===== config.mk =====
export PLATFORM = sky130hd
export DESIGN_NAME = multi_channel_polarity_and_values
export DESIGN_NICKNAME = d
export VERILOG_FILES = /design/src/rtl/channel_value_slot.v /design/src/rtl/multi_channel_polarity_and_values.v
export VERILOG_INCLUDE_DIRS = /design/src /design/src/common
export SDC_FILE = /design/constraint.sdc
export NUM_CORES = 1
export LEC_CHECK = 0
export CAP_MARGIN = 20
export CORE_MARGIN = 5
export CORE_UTILIZATION = 46
export DETAILED_ROUTE_END_ITERATION = 10
export DONT_BUFFER_PORTS = 1
export GPL_ROUTABILITY_DRIVEN = 0
export SETUP_SLACK_MARGIN = 0.02
export SLEW_MARGIN = 10
export SYNTH_ARGS = -nofsm -noshare
export SYNTH_HDL_FRONTEND = slang
export SYNTH_HIERARCHICAL = 1
export SYNTH_SLANG_ARGS = --single-unit

===== constraint.sdc =====
create_clock -name clk_i -period 3.2 [get_ports clk_i]
set_input_delay 0.64 -clock clk_i [delete_from_list [all_inputs] [get_ports clk_i]]
set_output_delay 0.64 -clock clk_i [all_outputs]
set_load 0.03 [all_outputs]

===== src/common/mc_polarity_regs.vh =====
`ifndef MC_POLARITY_REGS_VH
`define MC_POLARITY_REGS_VH

// ****************************************************************
// Register byte offsets
// ****************************************************************
`define OFS_FREE_POLARITY 8'h50
`define OFS_CH0_VALUE 8'h54
`define OFS_CH1_VALUE 8'h58
`define OFS_CH2_VALUE 8'h5c
`define OFS_CH3_VALUE 8'h60

// ****************************************************************
// Field layout and reset values
// ****************************************************************
`define POL_W 2
`define POL_ALL_W 8
`define VAL_W 16
`define POL_RESET 8'h00
`define VAL_RESET 16'h0000
`define MODE_W 3
`define MODE_OUTPUT 3'h0
`define MODE_IN_MAX 3'h4
`define MSEL_W 2
`define MSEL_PLAIN 2'h0
`define PROTECTION_LEVEL_W 2
`define PROTECTION_LEVEL_LOCK_HI 2'h3
`define PROTECTION_LEVEL_LOCK_MID 2'h2

// ****************************************************************
// Polarity encodings
// ****************************************************************
`define POL_RISE 2'h0
`define POL_FALL 2'h1
`define POL_BOTH 2'h3

// ****************************************************************
// Bus answers
// ****************************************************************
`define RESP_OKAY 2'h0
`define RESP_SLVERR 2'h2
`define ADDR_W 8

`endif


===== src/rtl/channel_value_slot.v =====
`timescale 1ns/1ps
`include "mc_polarity_regs.vh"

// One channel's value field, its shadow and its compare result.
module channel_value_slot #(
  parameter VAL_W = `VAL_W
) (
  input wire clk_i,
  input wire rst_i,
  input wire input_mode_i,
  input wire shadow_en_i,
  input wire update_event_i,
  input wire capture_i,
  input wire [VAL_W-1:0] counter_i,
  input wire wr_i,
  input wire [VAL_W-1:0] wdata_i,
  output reg [VAL_W-1:0] value_o,
  output reg [VAL_W-1:0] active_o,
  output reg match_o
);

  // ****************************************************************
  // Value and active compare registers
  // ****************************************************************
  // Capture wins over a write; writes are dropped in input mode anyway.
  always @(posedge clk_i)
  begin
    if (rst_i)
    begin
      value_o <= `VAL_RESET;
      active_o <= `VAL_RESET;
      match_o <= 1'b0;
    end
    else
    begin
      if (input_mode_i && capture_i)
        value_o <= counter_i;
      else if (!input_mode_i && wr_i)
        value_o <= wdata_i;
      // Unshadowed writes reach the comparator on the same edge as the value field
      if (!input_mode_i && !shadow_en_i && wr_i)
        active_o <= wdata_i;
      else if (update_event_i && shadow_en_i)
        active_o <= value_o;
      else if (!shadow_en_i)
        active_o <= value_o;
      match_o <= !input_mode_i && (counter_i == active_o);
    end
  end

endmodule


===== src/rtl/multi_channel_polarity_and_values.v =====
// Behaviour
// - Output mode with plain signal select: code 00 active high, 01 active low.
// - Input code 00: rising edge active, input passed uninverted.
// - Input code 01: falling edge active, input inverted.
// - Input code 11: both edges active, uninverted; code 10 reserved.
// - Polarity writes ignored while protection level is 11 or 10.
// - Polarity register holds four 2-bit fields, channel 0 lowest.
// - Polarity register accepts half-word or word writes.
// - Input mode: value field loads counter at each capture event.
// - Input mode: value field read-only, writes ignored.
// - Output mode: value field compared against counter.
// - Shadow enabled: written value moves to active compare on update event.
// - All five registers reset to zero.
// - Per-channel shadow enable bit buffers writes until update when set.
// - Mode code 000 is output; other defined codes are input.
`timescale 1ns/1ps
`include "mc_polarity_regs.vh"

module multi_channel_polarity_and_values #(
  parameter NCH = 4,
  parameter VAL_W = `VAL_W
) (
  input wire clk_i,
  input wire rst_i,
  // AXI4-Lite slave
  input wire [`ADDR_W-1:0] s_axi_awaddr_i,
  input wire s_axi_awvalid_i,
  output wire s_axi_awready_o,
  input wire [31:0] s_axi_wdata_i,
  input wire [3:0] s_axi_wstrb_i,
  input wire s_axi_wvalid_i,
  output wire s_axi_wready_o,
  output reg [1:0] s_axi_bresp_o,
  output reg s_axi_bvalid_o,
  input wire s_axi_bready_i,
  input wire [`ADDR_W-1:0] s_axi_araddr_i,
  input wire s_axi_arvalid_i,
  output wire s_axi_arready_o,
  output reg [31:0] s_axi_rdata_o,
  output reg [1:0] s_axi_rresp_o,
  output reg s_axi_rvalid_o,
  input wire s_axi_rready_i,
  // Timer side
  input wire [VAL_W-1:0] counter_i,
  input wire update_event_i,
  input wire [NCH-1:0] capture_event_i,
  input wire [NCH*`MODE_W-1:0] mode_selection_i,
  input wire [NCH*`MSEL_W-1:0] output_signal_select_i,
  input wire [NCH-1:0] compare_shadow_enable_i,
  input wire [`PROTECTION_LEVEL_W-1:0] protection_level_i,
  input wire [NCH-1:0] channel_in_i,
  input wire [NCH-1:0] ref_out_i,
  output reg [NCH-1:0] channel_out_o,
  output reg [NCH-1:0] channel_in_cond_o,
  output reg [NCH-1:0] active_edge_o,
  output wire [NCH-1:0] compare_match_o,
  output wire [NCH-1:0] input_mode_o,
  output wire [NCH*VAL_W-1:0] active_compare_o
);

  // ****************************************************************
  // Write channel: address and data latched in either order
  // ****************************************************************
  reg aw_held_ff;
  reg w_held_ff;
  reg [`ADDR_W-1:0] aw_addr_ff;
  reg [31:0] w_data_ff;
  reg [3:0] w_strb_ff;
  wire do_write;
  wire [`ADDR_W-1:0] wr_addr;
  wire [31:0] wr_data;
  wire [3:0] wr_strb;

  // Ready only while nothing of that channel is held and no answer pends
  assign s_axi_awready_o = !aw_held_ff && !s_axi_bvalid_o;
  assign s_axi_wready_o = !w_held_ff && !s_axi_bvalid_o;
  assign wr_addr = aw_held_ff ? aw_addr_ff : s_axi_awaddr_i;
  assign wr_data = w_held_ff ? w_data_ff : s_axi_wdata_i;
  assign wr_strb = w_held_ff ? w_strb_ff : s_axi_wstrb_i;
  assign do_write = !s_axi_bvalid_o
    && (aw_held_ff || s_axi_awvalid_i)
    && (w_held_ff || s_axi_wvalid_i);

  // ****************************************************************
  // Write decode
  // ****************************************************************
  reg pol_hit;
  reg [NCH-1:0] val_hit;
  reg wr_ok;
  integer k;

  // Polarity register takes half-word or word; value registers word only
  always @*
  begin
    pol_hit = 1'b0;
    val_hit = {NCH{1'b0}};
    wr_ok = 1'b0;
    case (wr_addr)
      `OFS_FREE_POLARITY:
      begin
        wr_ok = (wr_strb == 4'hf) || (wr_strb == 4'h3) || (wr_strb == 4'hc);
        pol_hit = wr_ok && wr_strb[0];
      end
      `OFS_CH0_VALUE, `OFS_CH1_VALUE, `OFS_CH2_VALUE, `OFS_CH3_VALUE:
      begin
        // Narrow writes are refused rather than half-merged
        wr_ok = (wr_strb == 4'hf);
        for (k = 0; k < NCH; k = k + 1)
          if (wr_addr == `OFS_CH0_VALUE + 8'h04 * k[7:0])
            val_hit[k] = wr_ok;
      end
      default:
      begin
        wr_ok = 1'b0;
      end
    endcase
  end

  // ****************************************************************
  // Write handshake registers
  // ****************************************************************
  always @(posedge clk_i)
  begin
    if (rst_i)
    begin
      aw_held_ff <= 1'b0;
      w_held_ff <= 1'b0;
      aw_addr_ff <= {`ADDR_W{1'b0}};
      w_data_ff <= 32'h00000000;
      w_strb_ff <= 4'h0;
      s_axi_bvalid_o <= 1'b0;
      s_axi_bresp_o <= `RESP_OKAY;
    end
    else
    begin
      if (do_write)
      begin
        aw_held_ff <= 1'b0;
        w_held_ff <= 1'b0;
        s_axi_bvalid_o <= 1'b1;
        s_axi_bresp_o <= wr_ok ? `RESP_OKAY : `RESP_SLVERR;
      end
      else
      begin
        if (s_axi_awvalid_i && s_axi_awready_o)
        begin
          aw_held_ff <= 1'b1;
          aw_addr_ff <= s_axi_awaddr_i;
        end
        if (s_axi_wvalid_i && s_axi_wready_o)
        begin
          w_held_ff <= 1'b1;
          w_data_ff <= s_axi_wdata_i;
          w_strb_ff <= s_axi_wstrb_i;
        end
        if (s_axi_bvalid_o && s_axi_bready_i)
          s_axi_bvalid_o <= 1'b0;
      end
    end
  end

  // ****************************************************************
  // Polarity register
  // ****************************************************************
  reg [`POL_ALL_W-1:0] polarity_ff;
  wire protection_level_locked;

  assign protection_level_locked = (protection_level_i == `PROTECTION_LEVEL_LOCK_HI)
    || (protection_level_i == `PROTECTION_LEVEL_LOCK_MID);

  // Upper bits are reserved and never stored, so they read as zero
  always @(posedge clk_i)
  begin
    if (rst_i)
      polarity_ff <= `POL_RESET;
    else if (do_write && pol_hit && !protection_level_locked)
      polarity_ff <= wr_data[`POL_ALL_W-1:0];
  end

  // ****************************************************************
  // Per-channel value slots, polarity and edge logic
  // ****************************************************************
  wire [NCH*VAL_W-1:0] value_all;
  wire [NCH-1:0] nxt_channel_out;
  wire [NCH-1:0] nxt_in_cond;
  wire [NCH-1:0] nxt_active_edge;

  genvar g;
  generate
    for (g = 0; g < NCH; g = g + 1)
    begin : gen_ch
      wire [`MODE_W-1:0] mode;
      wire [`POL_W-1:0] pol;
      wire [`MSEL_W-1:0] msel;
      wire cond;

      assign mode = mode_selection_i[g*`MODE_W +: `MODE_W];
      assign pol = polarity_ff[g*`POL_W +: `POL_W];
      assign msel = output_signal_select_i[g*`MSEL_W +: `MSEL_W];
      // Reserved mode codes above the defined inputs fall back to output
      assign input_mode_o[g] = (mode != `MODE_OUTPUT) && (mode <= `MODE_IN_MAX);
      // Only the falling code inverts the input
      assign cond = (pol == `POL_FALL) ? !channel_in_i[g] : channel_in_i[g];

      channel_value_slot #(
        .VAL_W(VAL_W)
      ) u_slot (
        .clk_i(clk_i),
        .rst_i(rst_i),
        .input_mode_i(input_mode_o[g]),
        .shadow_en_i(compare_shadow_enable_i[g]),
        .update_event_i(update_event_i),
        .capture_i(capture_event_i[g]),
        .counter_i(counter_i),
        .wr_i(do_write && val_hit[g]),
        .wdata_i(wr_data[VAL_W-1:0]),
        .value_o(value_all[g*VAL_W +: VAL_W]),
        .active_o(active_compare_o[g*VAL_W +: VAL_W]),
        .match_o(compare_match_o[g])
      );

      // Reserved output codes and non-plain selects pass the level through
      assign nxt_channel_out[g] = (msel == `MSEL_PLAIN && pol == `POL_FALL)
        ? !ref_out_i[g] : ref_out_i[g];
      assign nxt_in_cond[g] = cond;
      // Inversion makes a falling pin edge a rising conditioned edge
      assign nxt_active_edge[g] = input_mode_o[g] && ((pol == `POL_BOTH)
        ? (cond != channel_in_cond_o[g])
        : ((pol == `POL_RISE || pol == `POL_FALL)
          && cond && !channel_in_cond_o[g]));
    end
  endgenerate

  // One process owns the channel outputs, so no bit has two drivers
  always @(posedge clk_i)
  begin
    if (rst_i)
    begin
      channel_out_o <= {NCH{1'b0}};
      channel_in_cond_o <= {NCH{1'b0}};
      active_edge_o <= {NCH{1'b0}};
    end
    else
    begin
      channel_out_o <= nxt_channel_out;
      channel_in_cond_o <= nxt_in_cond;
      active_edge_o <= nxt_active_edge;
    end
  end

  // ****************************************************************
  // Read channel
  // ****************************************************************
  reg [31:0] rd_word;
  reg rd_ok;
  integer j;

  always @*
  begin
    rd_word = 32'h00000000;
    rd_ok = 1'b0;
    if (s_axi_araddr_i == `OFS_FREE_POLARITY)
    begin
      rd_word[`POL_ALL_W-1:0] = polarity_ff;
      rd_ok = 1'b1;
    end
    for (j = 0; j < NCH; j = j + 1)
      if (s_axi_araddr_i == `OFS_CH0_VALUE + 8'h04 * j[7:0])
      begin
        rd_word[VAL_W-1:0] = value_all[j*VAL_W +: VAL_W];
        rd_ok = 1'b1;
      end
  end

  assign s_axi_arready_o = !s_axi_rvalid_o;

  // Read data registered one cycle after the address is taken
  always @(posedge clk_i)
  begin
    if (rst_i)
    begin
      s_axi_rvalid_o <= 1'b0;
      s_axi_rdata_o <= 32'h00000000;
      s_axi_rresp_o <= `RESP_OKAY;
    end
    else if (s_axi_arvalid_i && s_axi_arready_o)
    begin
      s_axi_rvalid_o <= 1'b1;
      s_axi_rdata_o <= rd_word;
      s_axi_rresp_o <= rd_ok ? `RESP_OKAY : `RESP_SLVERR;
    end
    else if (s_axi_rvalid_o && s_axi_rready_i)
      s_axi_rvalid_o <= 1'b0;
  end

endmodule


; ---- After elaboration in Yosys (flattened, before gate mapping)
; Index checks and enable logic that the tools add are counted.
[word_totals]
elab_cells = 240
ff_bits = 204
output_inout_bits = 125
inputBits = 114
[classes]
order_cmp = 4
reduce_logical = 116
eq_ne = 35
n_bitwise = 1
muxes = 58
[ops]
columns = operator, count
row1 = 2-to-1 mux 16 bit, 25
row2 = "== test 8 x 7 -> 1 bit, second input constant", 10
row3 = == test 16 bit, 4
row4 = logical AND 1 bit, 60
row5 = 2-to-1 mux 1 bit, 26
row6 = zero test 1 bit, 25
row7 = zero test 2 bit, 8
row8 = 2-to-1 mux 8 bit, 2
row9 = "== test 2 bit, second input constant", 6
row10 = "less-or-equal comparator 3 bit, second input constant", 4
row11 = "inequality test 3 x 1 -> 1 bit, second input constant", 4
row12 = nonzero test 2 bit, 6
row13 = nonzero test 3 bit, 4
row14 = logical OR 1 bit, 9
row15 = "== test 2 x 1 -> 1 bit, second input constant", 4
row16 = "== test 4 bit, second input constant", 2
row17 = 2-to-1 mux 4 bit, 2
row18 = "== test 4 x 2 -> 1 bit, second input constant", 1
row19 = 2-to-1 mux 2 bit, 2
row20 = inequality test 1 bit, 4
row21 = AND reduction 2 bit, 2
row22 = OR reduction 4 bit, 1
row23 = one-hot mux 1 bit (2 select lines), 1
row24 = OR reduction 2 bit, 1
row25 = inverter 1 bit, 1

; ---- Depth between registers and ports, before layout
; Gate-level depths: netlist of run 1.
[logic_depth]
depth_word = 8
ltp_mapped = 11
ltp_nobuf = 8

; ---- By module
; Netlist of run 1, hierarchy kept.
[modules_own_cells]
columns = module, cells_per_inst, seq_area_each_um2, n_inst, area_per_inst_um2
row1 = channel_value_slot, 189, 660.6, 4, 1692.9
row2 = multi_channel_polarity_and_values, 505, 1401.3, 1, 4227.8

; ---- Least setup slack after synthesis of run 1
; No wires, ideal clock.
[synth_path]
path_kind = input to register
start = input s_axi_awaddr_i[0]
end = register gen_ch[0].u_slot.active_o[10]
stages = 10
n_path_buf = 2
required_ps = 3068
t_arrival_ps = 2567
slack_ps = 500
setup_time_ps = 132
cell_sequence = or4b_1 -> o22ai_4 -> buf_6 -> nand2_1 -> nor3_1 -> nor3b_4 -> nor2_4 -> buf_2 -> nand2_1 -> a21oi_1
[synth_via]
elab_chain_len = 7
word_cells_on_any_way = 12
classes_between = eq/ne: 5 / mux: 4 / reduce/logical: 3
[synth_lines]
columns = element, line
row1 = "start, declared", multi_channel_polarity_and_values.v:26  ; input wire [`ADDR_W-1:0] s_axi_awaddr_i,
row2 = 2-to-1 mux 8 bit *, multi_channel_polarity_and_values.v:77  ; assign wr_addr = aw_held_ff ? aw_addr_ff : s_axi_awaddr_i;
row3 = == test 8 x 7 -> 1 bit, -
row4 = OR reduction 4 bit / 2-to-1 mux 1 bit (equally long branches), -
row5 = 2-to-1 mux 4 bit *, multi_channel_polarity_and_values.v:98  ; case (wr_addr)
row6 = logical AND 1 bit *, multi_channel_polarity_and_values.v:215  ; .wr_i(do_write && val_hit[g]),
row7 = logical AND 1 bit *, channel_value_slot.v:41  ; if (!input_mode_i && !shadow_en_i && wr_i)
row8 = inequality test 3 x 1 -> 1 bit (no source line) / 2-to-1 mux 16 bit (equally long branches), -
row9 = "end signal, assigned", channel_value_slot.v:42  ; active_o <= wdata_i;
row10 = "end signal, assigned", channel_value_slot.v:44  ; active_o <= value_o;
row11 = "end signal, assigned", channel_value_slot.v:46  ; active_o <= value_o;
row12 = "end, declared", channel_value_slot.v:18  ; output reg [VAL_W-1:0] active_o,
; Every way passes the cells marked *; elsewhere a longest branch is shown, timed or not.
; A chain may end at the register's enable or synchronous reset.

; ---- Worst setup path after layout of run 1
[layout_path]
start = register aw_held_ff
end = register gen_ch[1].u_slot.value_o[9]
[layout_via]
elab_chain_len = 7
word_cells_on_any_way = 14
classes_between = eq/ne: 4 / mux: 3 / reduce/logical: 7
[layout_lines]
columns = element, line
row1 = "start, declared", multi_channel_polarity_and_values.v:64  ; reg aw_held_ff;
row2 = "start signal, assigned", multi_channel_polarity_and_values.v:126  ; aw_held_ff <= 1'b0;
row3 = "start signal, assigned", multi_channel_polarity_and_values.v:138  ; aw_held_ff <= 1'b0;
row4 = "start signal, assigned", multi_channel_polarity_and_values.v:147  ; aw_held_ff <= 1'b1;
row5 = 2-to-1 mux 8 bit, multi_channel_polarity_and_values.v:77
row6 = == test 8 x 7 -> 1 bit, -
row7 = OR reduction 4 bit / 2-to-1 mux 1 bit (equally long branches), -
row8 = 2-to-1 mux 4 bit, multi_channel_polarity_and_values.v:98
row9 = logical AND 1 bit *, multi_channel_polarity_and_values.v:215
row10 = logical AND 1 bit *, channel_value_slot.v:38  ; else if (!input_mode_i && wr_i)
row11 = nonzero test 2 bit (no source line) *, -
row12 = "end signal, assigned", channel_value_slot.v:30  ; value_o <= `VAL_RESET;
row13 = "end signal, assigned", channel_value_slot.v:37  ; value_o <= counter_i;
row14 = "end signal, assigned", channel_value_slot.v:39  ; value_o <= wdata_i;
row15 = "end, declared", channel_value_slot.v:17  ; output reg [VAL_W-1:0] value_o,
; Marks and branches as above.

==> results of run 1 <==
[registers in the layout (all words and copies together) (netlist names), 4 cells and up]
signal and flops:
gen_ch.u_slot/active_o 64, channel_out_o 4, w_strb_ff 4, active_edge_o 4
gen_ch.u_slot/value_o 64, s_axi_rdata_o 16, aw_addr_ff 8, gen_ch.u_slot/match_o 4
w_data_ff 16, channel_in_cond_o 4, polarity_ff 8
[final cells by class]
cell class / count / share of cell area, %
multi-input combinational: 934 / 53.0
sequential: 202 / 34.2
clock buffer: 35 / 6.09
tap: 319 / 3.37
timing repair buffer: 28 / 2.20
inverter: 22 / 0.698
clock inverter: 6 / 0.497
[cells in the final DEF (no fill, tap or decap), types with 5 or more instances in the layout]
master and n:
a211oi_2 8, a21oi_1 102, a22oi_1 65, a311oi_1 8, a311oi_2 56, a31oi_1 16
a32oi_1 8, a41oi_1 8, and2_1 16, buf_4 24, clkbuf_16 23, clkbuf_8 10
conb_1 18, dfxtp_1 202, inv_1 22, mux2_2 8, mux2i_1 19, mux4_2 8
nand2_1 180, nand2b_1 5, nand3_1 68, nand3b_1 21, nor2_1 113, nor2b_1 10
nor3_1 17, nor3b_1 10, nor4_1 16, o21ai_1 9, o22ai_1 9, xnor2_1 8
xor2_1 70
[through the flow]
step	cell area (µm²)	setup slack, ns	total power (W)	hold slack (ns)	utilization [%]
2_1_floorplan	11100	0.500	0.00373	0.433	-
3_3_place_gp	11100	0.192	0.00389	0.432	47.0
3_5_place_dp	11100	0.153	0.00391	0.441	47.0
4_1_cts	11800	0.489	0.00661	0.181	50.3
5_1_grt	11800	0.326	0.00681	0.174	50.3
6_report	11800	0.536	0.00658	0.193	50.3
[kinds of logic after synthesis]
family | Yosys count
AO/OA/AOI/OAI | 305
XOR/XNOR | 82
buffers and inverters | 142
flip-flops | 202
multiplexers | 35
other | 1
AND/OR/NAND/NOR | 494
[power breakdown]
group          switching [W]  internal, W  leakage (nW)
Combinational       0.000587     0.000337          2.16
Sequential          0.000279      0.00266          1.65
Clock                0.00108      0.00163         0.392
[worst max-delay path by stage]
stage | start | endpoint | depth (start not counted)
after detailed placement | s_axi_awaddr_i[0] | gen_ch[3].u_slot/value_o[3] | 10
after CTS | aw_held_ff | gen_ch[3].u_slot/value_o[3] | 9
final | aw_held_ff | gen_ch[1].u_slot/value_o[9] | 10
after global routing | w_held_ff | gen_ch[3].u_slot/value_o[1] | 10
after global placement | s_axi_awaddr_i[0] | gen_ch[3].u_slot/active_o[9] | 10
after floorplan | s_axi_awaddr_i[0] | gen_ch[0].u_slot/active_o[10] | 10
[layer usage]
layer  vias up  global-route usage [%]
met5         -                       0
met4         0                    9.04
met3        83                    7.36
met2       434                    45.6
met1      4680                    33.8
li1       4400                       -
==> impl_metrics.yaml, run 1 <==
yosys:
  synthSimpleGateAreaFrac_pct: 22.3
  synth_mux_area_share_pct: 4.19
  async_reset_ff_share_pct: 0
  synth-compound-area-share_pct: 23.0
  synth_area_leaders: "dfxtp_1 37%, a311oi_2 7.6%, nand2_1 6.1%"
  yosysSeqAreaShare_pct: 36.8
  yosysUniqueCellTypes: 61
  synth_xor_area_share_pct: 6.53
  synth_area_um2: 11000
  synth_edf_count: 0
  ys_top_cells_by_count: "202 x dfxtp_1, 180 x nand2_1, 113 x nor2_1"
  synth_top_cell_by_area: "dfxtp_1"
  syn_avg_cell_area_um2: 8.72
  yosysMostFrequentCell: "dfxtp_1"
  synth_top_family_by_area: "compound AO/OA/AOI/OAI gates"
  yosysWarnings: 6
  synth_ff_type: "dfxtp_1"
  synth_seq_cells: 202
  synth_top_area_share_pct: 36.8
  synthCells: 1261
  synthAdderAreaFrac_pct: 0
grt:
  grt_pass1_wl_um: 56300
  antenna_found_initial: 1
  grt_max_degree: 205
  grt_pass1_vias: 8887
  grt_usage_pct: 27.2
  overflow: 0
timing:
  tns_ns: 0
  setup_viol: 0
  tightest_slew_ns: 0.902
  fin_crit_ns: 2.66
  finalCritPeriodShare_pct: 83.2
  rsz0062_at_grt: "false"
  finalMaxSlewViolations: 0
  hold_viol: 0
  maxSlewHeadroom_pct: 39.6
  fmax_ghz: 0.375
  fin_skew_ns: 0.0138
min_path:
  hold_depth: 1
  worstHoldEndpoint: "w_data_ff[13]"
  hold_path_class: "input pin to register"
  min-delay-start: "rst_i"
floorplan:
  start_util_pct: 46.7
  rows: 56
  io_pins: 239
  die_width_um: 165
  chipHeight_um: 165
  core_um2: 23500
  fp.dieArea_um2: 27100
cells_and_area:
  stdcell_count: 1546
  areaGrowthSynthToFinish_pct: 7.62
  multi_input_area_um2: 6270
  fill_cells: 2282
  seqCellArea_um2: 4040
  diodes: 0
  finish.net_count: 1325
  layout-drive-gt1-share_pct: 14.3
setup_path:
  rr_worst_depth: 10
  crit_fanout: 16
  cp-start-kind: "register"
  path_cells: "or3b_2 -> o22ai_4 -> buf_4 -> nand3_1 -> nor2_1 -> inv_1 -> o21ai_4 -> buf_4 -> nor2_1 -> a311oi_2"
  r2r_slack_ns: 0.54
  regToRegStartpoint: "aw_held_ff"
  worstReg2RegEnd: "gen_ch[1].u_slot/value_o[9]"
  path_buf_inv: 3
  critical_path.slowest_cell: "or3b_2"
  worstPathArrival_ns: 3.09
  cp.required_ns: 3.63
  crit_type: "register to register"
  critPathCaptureType: "register"
  cp_top_family: "simple AND/OR/NAND/NOR gates"
  max_stage_delay_ns: 0.57
cts:
  insertion_delay_ns: 0.52
  cts_tree: "yes"
  clk_path_buf_depth: 3
  cts.sinks: 202
  cts_hold_buffers: 0
  ctsHtreeMaxLevel: 1
  cts_root_buf: "clkbuf_16"
  numCtsBuffers: 23
  clkTransAtPathRegs_ns: 0.06
  cts_setup_buffers: 0
  cts_resized: 0
placement:
  portBuffers: 0
  dp_cells: 1505
  place.detailed.hpwl_um: 26900
detailed_routing:
  ant_nets: 0
  drt_iter0_drc: 875
  route.detailed.drc: 0
  vias: 9597
  wl_met2_um: 18600
  via_per_inst: 6.21
  wl_um: 38800
  wl_per_cell_um: 25.1
  wl_met1_um: 15100
  first_pass_iters: 5
  top_layer: "met4"
  routed-wl-met3_um: 3750
status:
  status: "finished, final reports clean"
power:
  ir_worst_vdd_mv: 0.293
  powerDensity_nw_per_um2: 556
  leakagePower_nw: 4.21
job:
  max-cap-violations: 0
(Power assumes the default switching activity.)
==> inputs of run 2 (changes only) <==
==> constraint.sdc (replaced) <==
create_clock -name clk_i -period 2.4 [get_ports clk_i]
set_input_delay 0.48 -clock clk_i [delete_from_list [all_inputs] [get_ports clk_i]]
set_output_delay 0.48 -clock clk_i [all_outputs]
set_load 0.03 [all_outputs]
==> run 2 against run 1 <==
The flow now finishes with violations (setup timing). Clock skew decreased by 0.0045 ns. Critical path depth down 1. Cell area is 7.6% higher. Hold slack got worse by 0.13 ns. Critical path type unchanged. Largest cell class unchanged.
==> impl_metrics.yaml, run 2 (synthesized netlist as in run 1, its figures left out) <==
status:
  violations: "setup timing"
  status: "finished, violations left"
power:
  leakagePower_nw: 4.62
  powerDensity_nw_per_um2: 691
  total_power_w: 0.00880
  ir_worst_vdd_mv: 0.429
job:
  max-cap-violations: 0
detailed_routing:
  drt_iter0_drc: 1024
  ant_nets: 0
  route.detailed.drc: 0
  vias: 9997
  first_pass_iters: 5
  wl_um: 40900
  wl_per_cell_um: 25.4
  via_per_inst: 6.21
cells_and_area:
  areaGrowthSynthToFinish_pct: 15.8
  fill_cells: 2173
  multi_input_area_um2: 6490
  layout-drive-gt1-share_pct: 22.2
  largest_registers: "gen_ch.u_slot/active_o: 64 flops, gen_ch.u_slot/value_o: 64 flops"
  layout_commonest_cell: "dfxtp_1"
  stdcell_count: 1610
  diodes: 0
  seqCellArea_um2: 4050
  finish.net_count: 1388
  final_cell_mix: "199 x dfxtp_1, 171 x nand2_1, 107 x nor2_1"
grt:
  grt_pass1_wl_um: 57800
  grt_pass1_vias: 9257
  antenna_found_initial: 0
  grt_max_degree: 205
  overflow: 0
  grt_usage_pct: 28.0
setup_path:
  crit_start: "aw_addr_ff[7]"
  worstPathArrival_ns: 2.86
  crit_type: "register to register"
  rr_worst_depth: 9
  cp-start-kind: "register"
  cp.required_ns: 2.82
  critPathCaptureType: "register"
  crit_fanout: 8
  regToRegStartpoint: "aw_addr_ff[7]"
floorplan:
  start_util_pct: 46.7
  core_um2: 23500
  chipHeight_um: 165
  io_pins: 239
  die_width_um: 165
  fp.dieArea_um2: 27100
  rows: 56
cts:
  cts.sinks: 202
  clkTransAtPathRegs_ns: 0.06
  insertion_delay_ns: 0.51
  numCtsBuffers: 23
  ctsHtreeMaxLevel: 1
  clk_path_buf_depth: 3
  cts_tree: "yes"
  cts_root_buf: "clkbuf_16"
timing:
  finalCritPeriodShare_pct: 102
  fin_crit_ns: 2.44
  tightest_slew_ns: 0.911
  maxSlewHeadroom_pct: 39.0
  finalMaxSlewViolations: 0
  setup_slack_ns: -0.0390
  hold_viol: 0
  setup_viol: 17
  rsz0062_at_grt: "true"
  tns_ns: -0.338
  fmax_ghz: 0.410
  fin_skew_ns: 0.00932
placement:
  place.detailed.hpwl_um: 27700
  place_ws_ns: -0.207
  dp_cells: 1543
  portBuffers: 0
min_path:
  hold_path_class: "input pin to register"
  min-delay-start: "rst_i"
  hold_depth: 1
-- run 2: worst paths after layout --
check	to	slack (ns)
max reg2reg	gen_ch[2].u_slot/value_o[4]	-0.04
max	gen_ch[2].u_slot/value_o[4]	-0.04
min	gen_ch[3].u_slot/active_o[4]	0.06
min reg2reg	w_data_ff[12]	0.45
-- run 2: routing by layer --
layer / vias up / share of wire (%) / track usage, %
met2: 480 / 48 / 48.2
met3: 99 / 10 / 7.21
met1: 4882 / 38 / 34.2
met5: - / 0 / 0
met4: 0 / 3.5 / 8.88
li1: 4536 / - / -
-- run 2: repair_timing --
item / 4_1_cts / 5_1_grt
cloned: 1 / 12
hold buffers: 0 / 0
buffers inserted: 0 / 12
endpoints found under the setup margin: 70 / 122
gates resized for setup: 4 / 52
pin swaps: 2 / 69
-- run 2: critical path, stage by stage, from the launching register on --
cell       delay (ns)
dfxtp_2          0.32
or4b_4           0.57
mux2i_4          0.19
nand3_2          0.14
nor3_4           0.27
inv_2            0.07
o21ai_4          0.29
clkbuf_16        0.22
nor2_1           0.05
a311oi_2         0.24
-- run 2: per-stage QoR --
stage                     cell area [µm²]  hold slack [ns]  utilization, %
after floorplan                     11100            0.433               -
after global placement              11400            0.437            48.5
after detailed placement            11400            0.443            48.5
after CTS                           12200           0.0483            51.9
after global routing                12700           0.0453            54.1
final                               12700           0.0613            54.1
-- run 2: cell type report --
type / instances / area share [%]
clock inverters: 12 / 0.737
repair buffers: 89 / 7.68
clock buffers: 30 / 5.04
flip-flops and latches: 202 / 31.8
inverters: 22 / 0.668
multi-input cells: 936 / 51.0
well taps: 319 / 3.13
-- run 2: power by group --
group	total [W]	switching [W]	internal [W]
sequential	0.00390	0.000351	0.00355
clock	0.00345	0.00146	0.00200
combinational	0.00145	0.000872	0.000574
total	0.00880	0.00268	0.00612
